[config.mk]
export PLATFORM = sky130hd
export DESIGN_NAME = svs_supply_voltage_sense_ctrl
export DESIGN_NICKNAME = d
export VERILOG_FILES = /design/src/rtl/svs_pkg.sv /design/src/rtl/svs_supply_voltage_sense_ctrl.sv
export SDC_FILE = /design/constraint.sdc
export NUM_CORES = 1
export LEC_CHECK = 0
export BUFFER_PORTS_ARGS = -buffer_cell sky130_fd_sc_hd__buf_4
export CORE_UTILIZATION = 45
export CTS_CLUSTER_DIAMETER = 120
export DETAILED_ROUTE_END_ITERATION = 7
export MAX_ROUTING_LAYER = met4
export PLACE_DENSITY = 0.75
export SETUP_SLACK_MARGIN = 0.05
export SYNTH_ARGS = -nofsm -noshare
export SYNTH_HDL_FRONTEND = slang
export SYNTH_SLANG_ARGS = --single-unit
[constraint.sdc]
create_clock -name clk -period 1.44 [get_ports clk]
set_clock_uncertainty 0.2 [all_clocks]
set_input_delay 0.144 -clock clk [delete_from_list [all_inputs] [get_ports clk]]
set_output_delay 0.144 -clock clk [all_outputs]
set_load 0.1 [all_outputs]
[src/rtl/svs_pkg.sv]
package svs_pkg;
    // register offsets (byte addresses on the plain port)
    localparam logic [2:0] ADDR_ENABLE_CONFIG = 3'h0;
    localparam logic [2:0] ADDR_COND_STATUS   = 3'h1;
    localparam logic [2:0] ADDR_IRQ_ENABLE    = 3'h2;
    localparam logic [2:0] ADDR_IRQ_FLAGS     = 3'h3;
    localparam logic [2:0] ADDR_RSVD_ZERO_LO  = 3'h4;
    localparam logic [2:0] ADDR_RSVD_ZERO_HI  = 3'h5;
    localparam logic [2:0] ADDR_RSVD_FACT_LO  = 3'h6;
    localparam logic [2:0] ADDR_RSVD_FACT_HI  = 3'h7;

    // sense_enable_config fields
    localparam int BIT_BATTERY_LEVEL = 0;
    localparam int BIT_BATTERY_ADC   = 1;
    localparam int BIT_SUPPLY_LEVEL  = 2;
    localparam int BIT_SUPPLY_ADC    = 3;
    localparam int BIT_LOW_SEL_LO    = 4;
    localparam int BIT_LOW_SEL_HI    = 5;
    localparam int BIT_HIGH_SEL      = 6;

    // status, irq enable and flag fields
    localparam int BIT_LOW_COND  = 0;
    localparam int BIT_HIGH_COND = 1;

    localparam logic [7:0] MASK_ENABLE_CONFIG = 8'h7F;
    localparam logic [7:0] MASK_COND_PAIR     = 8'h03;

    localparam logic [7:0] RESET_ENABLE_CONFIG = 8'h01;
    localparam logic [7:0] RESET_IRQ_ENABLE    = 8'h00;
    localparam logic [7:0] RESET_IRQ_FLAGS     = 8'h00;
    localparam logic [7:0] RESET_FACTORY       = 8'h00;
endpackage

[src/rtl/svs_supply_voltage_sense_ctrl.sv]
// Functional notes
// - battery level or adc enable in run mode closes battery divider path
// - supply level or adc enable in run mode closes supply divider path
// - setting battery level enable clears supply level enable
// - supply level enable cannot be set while battery level enable set; the code still sets it in a write that clears battery level enable
// - setting battery adc enable clears supply adc enable
// - supply adc enable cannot be set while battery adc enable set; the code still sets it in a write that clears battery adc enable
// - adc enable routes its pin to adc channel, else channel disconnected
// - comparator source and adc source are selected independently
// - stop mode opens battery divider path and disables level sensing
// - stop mode opens supply divider path and disables level sensing
// - configuration registers keep their contents across stop mode
// - bit 6 picks high trigger level, 0 first, 1 second
// - bits 5:4 pick one of four low trigger levels in order
// - registers sit at base plus offset, main four at 0x0 to 0x3
// - unimplemented bits read back as zero
// - condition status forced to zero when both level enables are clear
// - flag sets on any status change, stays until software writes one
// - single interrupt requested when an enabled flag is set
//
// Local design decision: the address-and-strobe port.
`timescale 1ns/1ps
module svs_supply_voltage_sense_ctrl
(
    input  wire logic       clk,
    input  wire logic       rst,
    input  wire logic [2:0] addr,
    input  wire logic [7:0] wdata,
    input  wire logic       wr_en,
    input  wire logic       rd_en,
    output logic      [7:0] rdata,
    input  wire logic       stop_mode,
    input  wire logic       special_mode,
    input  wire logic       cmp_high_raw,
    input  wire logic       cmp_low_raw,
    output logic            battery_path_closed,
    output logic            supply_path_closed,
    output logic            cmp_enable,
    output logic            cmp_source_supply,
    output logic            adc_connect_battery,
    output logic            adc_connect_supply,
    output logic            high_threshold_select,
    output logic      [1:0] low_threshold_select,
    output logic            irq
);

    logic [7:0] sense_enable_config;
    logic [1:0] sense_interrupt_enable;
    logic [1:0] sense_interrupt_flags;
    logic [7:0] factory_lo;
    logic [7:0] factory_hi;
    logic [1:0] cmp_meta;
    logic [1:0] cmp_sync;
    logic [1:0] sense_condition_status;
    logic [7:0] next_enable_config;
    logic [1:0] next_status;
    logic [1:0] status_change;
    logic       battery_level_enable;
    logic       supply_level_enable;
    logic       battery_adc_enable;
    logic       supply_adc_enable;
    logic       level_active;

    // next values of the registered outputs
    logic       next_battery_path;
    logic       next_supply_path;
    logic       next_adc_battery;
    logic       next_adc_supply;
    logic       next_cmp_source;
    logic       next_irq;
    logic [1:0] next_flags;
    logic [7:0] next_rdata;

    // one write decode shared by every writable register
    function automatic logic wr_hit(input logic [2:0] a);
        wr_hit = wr_en && (addr == a);
    endfunction

    // every analog path opens in stop mode, whatever the register holds
    function automatic logic run_only(input logic request, input logic stopped);
        run_only = request && !stopped;
    endfunction

    // status, enable and flag registers keep two live bits in an 8-bit slot
    function automatic logic [7:0] pad_pair(input logic [1:0] pair);
        pad_pair = {6'h00, pair};
    endfunction

    assign battery_level_enable = sense_enable_config[svs_pkg::BIT_BATTERY_LEVEL];
    assign supply_level_enable  = sense_enable_config[svs_pkg::BIT_SUPPLY_LEVEL];
    assign battery_adc_enable   = sense_enable_config[svs_pkg::BIT_BATTERY_ADC];
    assign supply_adc_enable    = sense_enable_config[svs_pkg::BIT_SUPPLY_ADC];
    assign level_active = run_only(battery_level_enable || supply_level_enable, stop_mode);

    // the register bits stay as written; of these derived controls only the path and adc ones see stop mode
    assign next_battery_path = run_only(battery_level_enable || battery_adc_enable, stop_mode);
    assign next_supply_path  = run_only(supply_level_enable || supply_adc_enable, stop_mode);
    assign next_adc_battery  = run_only(battery_adc_enable, stop_mode);
    assign next_adc_supply   = run_only(supply_adc_enable, stop_mode);
    assign next_cmp_source   = !battery_level_enable && supply_level_enable;
    assign next_irq          = |(sense_interrupt_flags & sense_interrupt_enable);

    // battery bits win: a write that sets one clears its supply partner, and a
    // supply bit written while the battery bit stays set is dropped
    // a write that clears a battery bit may still raise its supply twin at once
    always_comb
    begin
        next_enable_config = wdata & svs_pkg::MASK_ENABLE_CONFIG;
        if (wdata[svs_pkg::BIT_BATTERY_LEVEL])
        begin
            next_enable_config[svs_pkg::BIT_SUPPLY_LEVEL] = 1'b0;
        end
        if (wdata[svs_pkg::BIT_BATTERY_ADC])
        begin
            next_enable_config[svs_pkg::BIT_SUPPLY_ADC] = 1'b0;
        end
    end

    // stop mode does not touch the register, only the derived outputs
    always_ff @(posedge clk or posedge rst)
    begin
        if (rst)
        begin
            sense_enable_config <= svs_pkg::RESET_ENABLE_CONFIG;
        end
        else if (wr_hit(svs_pkg::ADDR_ENABLE_CONFIG))
        begin
            sense_enable_config <= next_enable_config;
        end
    end

    always_ff @(posedge clk or posedge rst)
    begin
        if (rst)
        begin
            sense_interrupt_enable <= svs_pkg::RESET_IRQ_ENABLE[1:0];
        end
        else if (wr_hit(svs_pkg::ADDR_IRQ_ENABLE))
        begin
            sense_interrupt_enable <= wdata[1:0];
        end
    end

    // factory test pair: writable only in special mode
    always_ff @(posedge clk or posedge rst)
    begin
        if (rst)
        begin
            factory_lo <= svs_pkg::RESET_FACTORY;
        end
        else if (special_mode && wr_hit(svs_pkg::ADDR_RSVD_FACT_LO))
        begin
            factory_lo <= wdata;
        end
    end

    always_ff @(posedge clk or posedge rst)
    begin
        if (rst)
        begin
            factory_hi <= svs_pkg::RESET_FACTORY;
        end
        else if (special_mode && wr_hit(svs_pkg::ADDR_RSVD_FACT_HI))
        begin
            factory_hi <= wdata;
        end
    end

    // two-flop synchroniser on the analog comparator outputs
    // nothing but cmp_sync reads cmp_meta, which may still be metastable
    always_ff @(posedge clk or posedge rst)
    begin
        if (rst)
        begin
            cmp_meta <= 2'h0;
        end
        else
        begin
            cmp_meta <= {cmp_high_raw, cmp_low_raw};
        end
    end

    always_ff @(posedge clk or posedge rst)
    begin
        if (rst)
        begin
            cmp_sync <= 2'h0;
        end
        else
        begin
            cmp_sync <= cmp_meta;
        end
    end

    // disabling the comparator during a live condition yields one more flag event
    // status moves only on synchronised samples, never on the raw pins
    assign next_status   = level_active ? cmp_sync : 2'h0;
    assign status_change = next_status ^ sense_condition_status;

    always_ff @(posedge clk or posedge rst)
    begin
        if (rst)
        begin
            sense_condition_status <= 2'h0;
        end
        else
        begin
            sense_condition_status <= next_status;
        end
    end

    // a change in the same cycle as a clearing write keeps the flag set
    always_comb
    begin
        next_flags = sense_interrupt_flags;
        if (wr_hit(svs_pkg::ADDR_IRQ_FLAGS))
        begin
            next_flags = next_flags & ~wdata[1:0];
        end
        next_flags = next_flags | status_change;
    end

    always_ff @(posedge clk or posedge rst)
    begin
        if (rst)
        begin
            sense_interrupt_flags <= svs_pkg::RESET_IRQ_FLAGS[1:0];
        end
        else
        begin
            sense_interrupt_flags <= next_flags;
        end
    end

    // irq trails its flag by one clock so that it leaves a flop
    always_ff @(posedge clk or posedge rst)
    begin
        if (rst)
        begin
            irq <= 1'b0;
        end
        else
        begin
            irq <= next_irq;
        end
    end

    // each analog switch has a flop of its own so that it never glitches
    always_ff @(posedge clk or posedge rst)
    begin
        if (rst)
        begin
            battery_path_closed <= 1'b0;
        end
        else
        begin
            battery_path_closed <= next_battery_path;
        end
    end

    always_ff @(posedge clk or posedge rst)
    begin
        if (rst)
        begin
            supply_path_closed <= 1'b0;
        end
        else
        begin
            supply_path_closed <= next_supply_path;
        end
    end

    always_ff @(posedge clk or posedge rst)
    begin
        if (rst)
        begin
            adc_connect_battery <= 1'b0;
        end
        else
        begin
            adc_connect_battery <= next_adc_battery;
        end
    end

    always_ff @(posedge clk or posedge rst)
    begin
        if (rst)
        begin
            adc_connect_supply <= 1'b0;
        end
        else
        begin
            adc_connect_supply <= next_adc_supply;
        end
    end

    // stop mode drops the comparator but keeps the enable bits for the exit
    always_ff @(posedge clk or posedge rst)
    begin
        if (rst)
        begin
            cmp_enable <= 1'b0;
        end
        else
        begin
            cmp_enable <= level_active;
        end
    end

    always_ff @(posedge clk or posedge rst)
    begin
        if (rst)
        begin
            cmp_source_supply <= 1'b0;
        end
        else
        begin
            cmp_source_supply <= next_cmp_source;
        end
    end

    // trigger selects follow the register one clock late, like every other output
    always_ff @(posedge clk or posedge rst)
    begin
        if (rst)
        begin
            high_threshold_select <= 1'b0;
        end
        else
        begin
            high_threshold_select <= sense_enable_config[svs_pkg::BIT_HIGH_SEL];
        end
    end

    always_ff @(posedge clk or posedge rst)
    begin
        if (rst)
        begin
            low_threshold_select <= 2'h0;
        end
        else
        begin
            low_threshold_select <= sense_enable_config[svs_pkg::BIT_LOW_SEL_HI:
                                                        svs_pkg::BIT_LOW_SEL_LO];
        end
    end

    // read data valid only in the cycle after the read strobe
    always_comb
    begin
        next_rdata = 8'h00;
        if (rd_en)
        begin
            case (addr)
                svs_pkg::ADDR_ENABLE_CONFIG: next_rdata = sense_enable_config;
                svs_pkg::ADDR_COND_STATUS:   next_rdata = pad_pair(sense_condition_status);
                svs_pkg::ADDR_IRQ_ENABLE:    next_rdata = pad_pair(sense_interrupt_enable);
                svs_pkg::ADDR_IRQ_FLAGS:     next_rdata = pad_pair(sense_interrupt_flags);
                svs_pkg::ADDR_RSVD_FACT_LO:  next_rdata = factory_lo;
                svs_pkg::ADDR_RSVD_FACT_HI:  next_rdata = factory_hi;
                default:                     next_rdata = 8'h00;
            endcase
        end
    end

    always_ff @(posedge clk or posedge rst)
    begin
        if (rst)
        begin
            rdata <= 8'h00;
        end
        else
        begin
            rdata <= next_rdata;
        end
    end

endmodule

==> impl_metrics.yaml, run 1 <==
run_status:
  outcome: "complete, but fails checks"
  violations: "negative hold slack, negative setup slack"
logic_synthesis:
  syn_inst: 149
  yosysSeqAreaShare: 0.617
  syn_area_um2: 2070
  yosysMostFrequentCell: "dfrtp_1"
  syn-num-nets: 168
  synth_area_per_cell_um2: 13.9
  synth_edf_count: 0
  yosysTopAreaCell: "dfrtp_1"
  yosysUniqueCellTypes: 35
  synth_seq_cells: 51
  synthArstFlopShare: 1.00
  postSynth.topFlopCell: "dfrtp_1"
  yosys_warnings: 0
  synth.area.top_cells: "dfrtp_1, mux2_2, mux2_4, mux2i_1, and2_1"
  synth_common_cells: "dfrtp_1, mux2_2, nand2_1"
  yosys.area.top_type_share: 0.605
sta:
  setup_viol: 1
  relSlewSlack: 0.764
  min_period_ns: 1.47
  worst_pin_slew_ns: 0.351
  finalMaxSlewViolations: 0
  rsz0062_at_grt: "yes"
  final-hold-violation-count: 5
  layout_setup_ws_ns: -0.0255
  clock.fmax_ghz: 0.682
  period_share: 1.02
  whs_ns: -0.182
die:
  design.core.area_um2: 4380
  die_area_um2: 4870
  rows: 24
  die_y_um: 69.8
  start_util: 0.472
  ioPinCount: 37
  die_w_um: 69.8
worst_setup_path:
  cp_max_fo: 2
  rr_endpoint: "rdata[1]$_DFF_PP0_"
  reg2reg_depth: 4
  reg2reg_slack_ns: -0.03
  cp.arrival_ns: 1.47
  worstSetupStartpointType: "flip-flop"
  worst-setup-path-type: "reg2reg"
  worstSetupEndpointType: "flip-flop"
  critPathRequiredTime_ns: 1.44
  crit-reg2reg-launch: "sense_enable_config[1]$_DFFE_PP0P_"
finish:
  area_growth_pct: 39.2
  fin_nets: 245
  drive_gt1_frac: 0.476
  stdcell_count: 279
  fillers: 318
  antenna_cells: 0
  postLayoutCellArea_um2: 2880
route:
  wl_per_cell_um: 15.9
  drc_errors: 0
  drtIter0Drc: 101
  dr.pass1.iters: 4
  antenna_left: 0
  num_vias: 1440
  viasPerCell: 5.16
  wirelength_um: 4430
hold_path:
  hold_end: "supply_path_closed$_DFF_PP0_"
  hp-start: "stop_mode"
  worstHoldPathType: "in2reg"
  hold_depth: 2
clock_network:
  insertion_delay_ns: 0.31
  htreeDepth: 2
  cts_buffer_depth: 2
  cts.sinks: 51
  cts_made_buffers: 5
  cts_tree: "built"
  postCtsHoldBufs: 13
  cts.root.buffer_cell: "clkbuf_8"
  clk_pin_slew_worst_paths_ns: 0.09
grt:
  top_usage_layer: "met2"
  grt_pass1_wl_um: 7320
  track_usage: 0.201
  grt_util_met3: 0.0349
  overflow: 0
  grt_pass1_vias: 1468
  groute.layer.met1.usage: 0.249
  gr-usage-met2: 0.339
  antenna_found_initial: 0
  grt_max_degree: 52
power_and_ir_drop:
  powerDensity_nw_per_um2: 1340
  p_leak_nw: 1.40
  vdd_ir_drop_max_v: 0.000890
  power_mw: 3.86
place:
  place.gp.congestion: 0.793
  hpwl_um: 3040
  dp_cells: 254
  port_buffers: 36
  place_ws_ns: -0.127
  dpl_cell_area_um2: 2590
job:
  cap_violations: 0
-- per-layer routing --
layer  share of wire  wire length [µm]
met1            0.44              1970
met2            0.51              2260
met3           0.032               143
met4           0.013                57
met5               0                 0
-- sequential cells by signal (all words and copies together) (netlist names) --
signal	cells
sense_enable_config	7
low_threshold_select	2
battery_path_closed	1
adc_connect_battery	1
sense_interrupt_flags	2
factory_lo	8
cmp_meta	2
supply_path_closed	1
factory_hi	8
cmp_sync	2
adc_connect_supply	1
cmp_enable	1
irq	1
rdata	8
high_threshold_select	1
sense_condition_status	2
sense_interrupt_enable	2
cmp_source_supply	1
-- layout make-up --
cell class | instances | area (µm²) | area share
Clock buffer | 6 | 72.6 | 0.0252
Clock inverter | 2 | 12.5 | 0.00434
Inverter | 6 | 26.3 | 0.00912
Multi-Input combinational cell | 87 | 806 | 0.280
Sequential cell | 51 | 1280 | 0.444
Tap cell | 52 | 65.1 | 0.0226
Timing Repair Buffer | 75 | 621 | 0.215
-- stage by stage --
step / utilization / hold slack (ns) / TNS [ns]
4_1_cts: 0.642 / -0.195 / -0.0414
6_report: 0.657 / -0.182 / -0.0255
3_3_place_gp: 0.590 / 0.0278 / -1.06
5_1_grt: 0.657 / -0.193 / -0.0543
3_5_place_dp: 0.590 / 0.0354 / -1.61
2_1_floorplan: - / -0.0246 / -0.0635
-- critical path: stages (launching register included) --
cell and delay (ns):
dfrtp_1 0.40, mux4_2 0.48, inv_2 0.07, o22ai_2 0.07
and2_4 0.14
-- power by group --
| part | switching (mW) | internal [mW] | leakage, nW |
|---|---|---|---|
| clock network | 0.451 | 0.340 | 0.0412 |
| logic | 0.780 | 0.488 | 0.725 |
| registers | 0.126 | 1.68 | 0.630 |
-- placed cells by master (no fill, tap or decap), types with 2 or more instances in the layout --
cell           netlist  layout
xnor2_2              0       2
buf_12               0       2
and2_1               8       5
nor2_1               4       4
buf_4                1      60
nand4_1              2       2
dfrtp_1             50      50
nand2_1             11      11
nand3b_1             2       2
clkbuf_8             0       5
and2_4               0       3
nor2b_1              2       2
clkinvlp_4           0       2
o21ai_0              8       8
inv_1                6       4
mux2_4               8      13
dlygate4sd3_1        0      13
mux2i_1              8       8
mux2_2              14       9
-- cell families after synthesis --
family,share of synthesized area
compound gates,0.0460
xor+xnor,0.00847
buf+inv,0.0332
flops,0.617
mux,0.184
simple gates,0.111
-- what timing repair did --
item | in CTS | in global routing
resized for setup | 3 | 7
pin swaps | 0 | 1
hold endpoints to repair | 92 | 5
endpoints found under the setup margin | 2 | 4
buffers inserted | 0 | 4
-- worst max-delay path by stage --
stage / startpoint / end / slack [ns] / depth (start not counted)
floorplan: addr[1] / factory_hi[0]$_DFFE_PP0P_ / -0.008 / 5
global placement: addr[2] / factory_hi[7]$_DFFE_PP0P_ / -0.09 / 5
detailed placement: addr[2] / factory_hi[7]$_DFFE_PP0P_ / -0.13 / 5
CTS: sense_enable_config[1]$_DFFE_PP0P_ / rdata[1]$_DFF_PP0_ / -0.04 / 4
global route: sense_enable_config[1]$_DFFE_PP0P_ / rdata[1]$_DFF_PP0_ / -0.05 / 4
finish: sense_enable_config[1]$_DFFE_PP0P_ / rdata[1]$_DFF_PP0_ / -0.03 / 4
Note: power is estimated with default switching activity, not from simulation.
==> inputs of run 2 (changes only) <==
--- a/config.mk
+++ b/config.mk
@@ -7,6 +7,7 @@
 export LEC_CHECK = 0
 export BUFFER_PORTS_ARGS = -buffer_cell sky130_fd_sc_hd__buf_4
 export CORE_UTILIZATION = 45
+export CTS_BUF_LIST = sky130_fd_sc_hd__clkbuf_2
 export CTS_CLUSTER_DIAMETER = 120
 export DETAILED_ROUTE_END_ITERATION = 7
 export MAX_ROUTING_LAYER = met4
==> run 2 against run 1 <==
Net effect:
- the run ends with negative setup slack left
- sequential share of layout area is 2.8 points lower
- register-to-register slack worse by 0.03 ns
- global-route usage is 0.50 points higher
- sequential power is 3% higher
- critical path depth stayed put
- power is 0.59% lower
- die area stayed put
- cell area is 6.9% higher
- first-iteration DRC count is 23% lower
- non-clock buffer count is 2 higher
- cell count is 0.72% higher
==> impl_metrics.yaml, run 2 (synthesis gave the netlist of run 1 again) <==
run_status:
  outcome: "complete, but fails checks"
  violations: "negative setup slack"
grt:
  grt_pass1_wl_um: 7500
  grt_pass1_vias: 1536
  antenna_found_initial: 0
  overflow: 0
  grt_max_degree: 52
  track_usage: 0.206
worst_setup_path:
  worstSetupEndpointType: "flip-flop"
  crit_chain: "mux4_2 > inv_2 > o22ai_2 > and2_4"
  worstSetupStartpointType: "flip-flop"
  critical_path.top_delay_family: "multiplexers"
  critPathRequiredTime_ns: 1.60
  max_stage_delay_ns: 0.49
  path_buf_inv: 1
  slowest_stage: "mux4_2"
  reg2reg_slack_ns: -0.05
  cp.arrival_ns: 1.65
  reg2reg_depth: 4
  cp_max_fo: 2
  worst-setup-path-type: "reg2reg"
  crit-reg2reg-launch: "sense_interrupt_flags[1]$_DFF_PP0_"
  rr_endpoint: "rdata[1]$_DFF_PP0_"
finish:
  area_growth_pct: 48.7
  mostFrequentLayoutCell: "dfrtp_1"
  drive_gt1_frac: 0.467
  final_cell_mix: "dfrtp_1, buf_4, buf_12"
  fillers: 300
  fin_nets: 247
  antenna_cells: 0
  stdcell_count: 281
  final_util: 0.702
  reg_top3: "factory_hi (8), factory_lo (8), rdata (8)"
clock_network:
  cts_made_buffers: 5
  insertion_delay_ns: 0.42
  cts.sinks: 51
  htreeDepth: 2
  cts.root.buffer_cell: "clkbuf_2"
  clk_pin_slew_worst_paths_ns: 0.24
  cts_buffer_depth: 2
  cts_tree: "built"
sta:
  finalMaxSlewViolations: 0
  layout_setup_ws_ns: -0.0545
  min_period_ns: 1.49
  period_share: 1.04
  worst_pin_slew_ns: 0.349
  clock.fmax_ghz: 0.669
  rsz0062_at_grt: "yes"
  relSlewSlack: 0.765
  setup_tns_ns: -0.0545
  setup_viol: 1
  final-hold-violation-count: 0
route:
  viasPerCell: 5.14
  num_vias: 1443
  drc_errors: 0
  antenna_left: 0
  wirelength_um: 4500
  drtIter0Drc: 78
  wl_per_cell_um: 16.0
  dr.pass1.iters: 4
die:
  die_w_um: 69.8
  design.core.area_um2: 4380
  die_y_um: 69.8
  start_util: 0.472
  ioPinCount: 37
  die_area_um2: 4870
  rows: 24
hold_path:
  hold_end: "sense_interrupt_flags[0]$_DFF_PP0_"
  hold_depth: 5
  hp-start: "addr[1]"
  worstHoldPathType: "in2reg"
place:
  place_ws_ns: -0.127
  dp_cells: 254
  hpwl_um: 3040
  port_buffers: 36
  place.gp.congestion: 0.793
power_and_ir_drop:
  p_leak_nw: 1.45
  power_mw: 3.84
  vdd_ir_drop_max_v: 0.000583
  powerDensity_nw_per_um2: 1250
job:
  cap_violations: 0
-- run 2: metal layers --
metal	vias up	wire length, µm	GRT usage
li1	667	-	-
met1	723	1950	0.248
met2	40	2320	0.342
met3	13	146	0.0392
met4	0	86	0.0822
met5	-	0	-
-- run 2: cell type report --
class                           count  area (µm²)  area share
Clock buffer                        6        30.0     0.00976
Clock inverter                      2        12.5     0.00407
Timing Repair Buffer               77         868       0.282
Multi-Input combinational cell     87         798       0.259
Inverter                            6        26.3     0.00854
Tap cell                           52        65.1      0.0211
Sequential cell                    51        1280       0.415
-- run 2: worst register-to-register path, cell delays in order (launching register included) --
cell,delay (ns)
dfrtp_1,0.44
mux4_2,0.49
inv_2,0.08
o22ai_2,0.08
and2_4,0.15
-- run 2: what timing repair did --
| action | CTS | global route |
|---|---|---|
| setup endpoints to repair | 20 | 22 |
| hold buffers | 16 | 0 |
| buffers inserted | 0 | 3 |
| gates resized for setup | 51 | 12 |
| cloned | 0 | 0 |
| pin swaps | 0 | 4 |
| hold endpoints to repair | 95 | 0 |
-- run 2: how the worst max path moves through the flow --
stage                                                  start  cells past startpoint                         to  slack (ns)
after global routing      sense_interrupt_flags[1]$_DFF_PP0_                      4         rdata[1]$_DFF_PP0_       -0.10
after global placement                               addr[2]                      5  factory_hi[7]$_DFFE_PP0P_       -0.09
after detailed placement                             addr[2]                      5  factory_hi[7]$_DFFE_PP0P_       -0.13
after CTS                 sense_enable_config[1]$_DFFE_PP0P_                      4         rdata[1]$_DFF_PP0_       -0.05
after floorplan                                      addr[1]                      5  factory_hi[0]$_DFFE_PP0P_      -0.008
final                     sense_interrupt_flags[1]$_DFF_PP0_                      4         rdata[1]$_DFF_PP0_       -0.05
-- run 2: power by group --
group	total (mW)	leakage (nW)	internal [mW]	switching, mW
Combinational	1.44	0.791	0.658	0.782
Clock	0.552	0.0290	0.124	0.429
Sequential	1.85	0.630	1.68	0.169
-- run 2: stage by stage --
step	instance area, µm²	hold WS [ns]
6_report	3080	0.0414
2_1_floorplan	2130	-0.0246
5_1_grt	3080	0.0198
3_3_place_gp	2590	0.0278
4_1_cts	3000	0.00890
3_5_place_dp	2590	0.0354
==> inputs of run 3 (changes only) <==
--- a/config.mk
+++ b/config.mk
@@ -13,6 +13,7 @@
 export MAX_ROUTING_LAYER = met4
 export PLACE_DENSITY = 0.75
 export SETUP_SLACK_MARGIN = 0.05
+export SKIP_CTS_REPAIR_TIMING = 1
 export SYNTH_ARGS = -nofsm -noshare
 export SYNTH_HDL_FRONTEND = slang
 export SYNTH_SLANG_ARGS = --single-unit
==> run 3 against run 2 <==
Net effect:
- the run still ends with negative setup slack left
- flip-flop and latch count is the same
- first-iteration DRC count is 41% lower
- register-to-register slack got worse by 0.03 ns
- non-clock buffer count grew 1
- fmax fell by 1.7%
- sequential share of layout area rose by 0.55 points
- utilization shrank 0.91 points
- worst hold slack got worse by 0.0072 ns
- highest routed layer unchanged
- clock power rose by 1%
- clock-buffer cell count stayed put
==> impl_metrics.yaml, run 3 (synthesis gave the netlist of run 1 again) <==
finish:
  antenna_cells: 0
  area_growth_pct: 46.8
  multiInputGateArea_um2: 806
  mostFrequentLayoutCell: "dfrtp_1"
  seq_area_um2: 1280
  final_cell_mix: "dfrtp_1, buf_4, dlygate4sd3_1"
  drive_gt1_frac: 0.474
  fin_nets: 248
  fillers: 299
  stdcell_count: 282
  reg_top3: "factory_hi (8), factory_lo (8), rdata (8)"
power_and_ir_drop:
  clkPwrFrac: 0.147
  vdd_ir_drop_max_v: 0.000617
  powerDensity_nw_per_um2: 1250
  seq_power_share: 0.483
  combPwrFrac: 0.369
  intPower_mw: 2.42
  p_leak_nw: 1.44
  netSwitchingFraction: 0.364
  power.switching_mw: 1.39
die:
  design.core.area_um2: 4380
  rows: 24
  die_y_um: 69.8
  die_w_um: 69.8
  ioPinCount: 37
  start_util: 0.472
  die_area_um2: 4870
sta:
  finalMaxSlewViolations: 0
  worst_pin_slew_ns: 0.354
  setup_tns_ns: -0.0798
  period_share: 1.06
  final-hold-violation-count: 0
  setup_viol: 1
  min_period_ns: 1.52
  relSlewSlack: 0.762
  layout_setup_ws_ns: -0.0798
  clock.fmax_ghz: 0.658
  rsz0062_at_grt: "yes"
clock_network:
  cts_tree: "built"
  insertion_delay_ns: 0.42
  clk_pin_slew_worst_paths_ns: 0.25
  htreeDepth: 2
  cts_made_buffers: 5
  cts.root.buffer_cell: "clkbuf_2"
  cts.sinks: 51
  cts_buffer_depth: 2
route:
  drc_errors: 0
  drtIter0Drc: 46
  dr.pass1.iters: 4
  wirelength_um: 4540
  num_vias: 1452
  antenna_left: 0
  wl_per_cell_um: 16.1
  viasPerCell: 5.15
place:
  place.gp.congestion: 0.793
  port_buffers: 36
  place_ws_ns: -0.127
  hpwl_um: 3040
  dp_cells: 254
grt:
  grt_pass1_wl_um: 6940
  grt_max_degree: 52
  grt_pass1_vias: 1414
  antenna_found_initial: 0
  overflow: 0
  track_usage: 0.191
run_status:
  violations: "negative setup slack"
  outcome: "complete, but fails checks"
worst_setup_path:
  reg2reg_depth: 4
  max_stage_delay_ns: 0.48
  crit_chain: "mux4_2 > inv_2 > o22ai_2 > and2_4"
  critPathRequiredTime_ns: 1.60
  slowest_stage: "mux4_2"
  worstSetupStartpointType: "flip-flop"
  cp_max_fo: 2
  cp.arrival_ns: 1.68
  startpoint: "sense_enable_config[1]$_DFFE_PP0P_"
  worst-setup-path-type: "reg2reg"
  crit_end: "rdata[1]$_DFF_PP0_"
  worstSetupEndpointType: "flip-flop"
  crit-reg2reg-launch: "sense_enable_config[1]$_DFFE_PP0P_"
  rr_endpoint: "rdata[1]$_DFF_PP0_"
  reg2reg_slack_ns: -0.08
hold_path:
  worstHoldPathType: "in2reg"
job:
  cap_violations: 0
-- run 3: cell types whose count changed in the layout (fill, tap and decap cells not counted) --
cell / delta
xnor2_2: +1
buf_4: +1
buf_8: +11
buf_12: -11
xnor2_1: -1
-- run 3: metrics by stage --
step	power [mW]	area, µm²	hold WS, ns	utilization
final	3.80	3040	0.0342	0.693
after global routing	3.97	3040	0.0254	0.693
after CTS	3.57	2630	-0.478	0.600
after detailed placement	3.01	2590	0.0354	0.590
after global placement	2.97	2590	0.0278	0.590
after floorplan	2.68	2130	-0.0246	-
-- run 3: layer usage --
layer / routed length, µm / GRT usage / vias up
met4: 72 / 0.0733 / 0
met1: 1960 / 0.235 / 736
li1: - / - / 666
met3: 174 / 0.0349 / 9
met5: 0 / - / -
met2: 2330 / 0.314 / 41
-- run 3: critical path, delay by kind of cell (launching register included) --
kind,cells,cell delay (ns)
DFF,1,0.45
buffers and inverters,1,0.08
AOI/OAI and AO/OA,1,0.08
and+or+nand+nor,1,0.15
muxes,1,0.48
-- run 3: worst min-delay path by stage --
stage,start,endpoint,depth (start not counted)
detailed placement,rst,adc_connect_battery$_DFF_PP0_,3
floorplan,cmp_low_raw,cmp_meta[0]$_DFF_PP0_,0
finish,addr[1],sense_interrupt_flags[0]$_DFF_PP0_,5
CTS,rst,factory_hi[3]$_DFFE_PP0P_,3
global route,addr[1],sense_interrupt_flags[0]$_DFF_PP0_,5
global placement,rst,cmp_source_supply$_DFF_PP0_,3
-- run 3: power by group through the flow --
stage,sequential [mW],combinational (mW),clock (mW)
CTS,1.80,1.18,0.583
global route,1.87,1.47,0.630
floorplan,2.29,0.385,0
finish,1.84,1.40,0.560
global placement,1.81,1.16,0
detailed placement,1.83,1.18,0
-- run 3: final cells by class --
type	instances	area share
multi-input combinational	87	0.265
timing repair buffer	78	0.270
clock buffer	6	0.00988
sequential	51	0.421
tap	52	0.0214
clock inverter	2	0.00412
inverter	6	0.00865
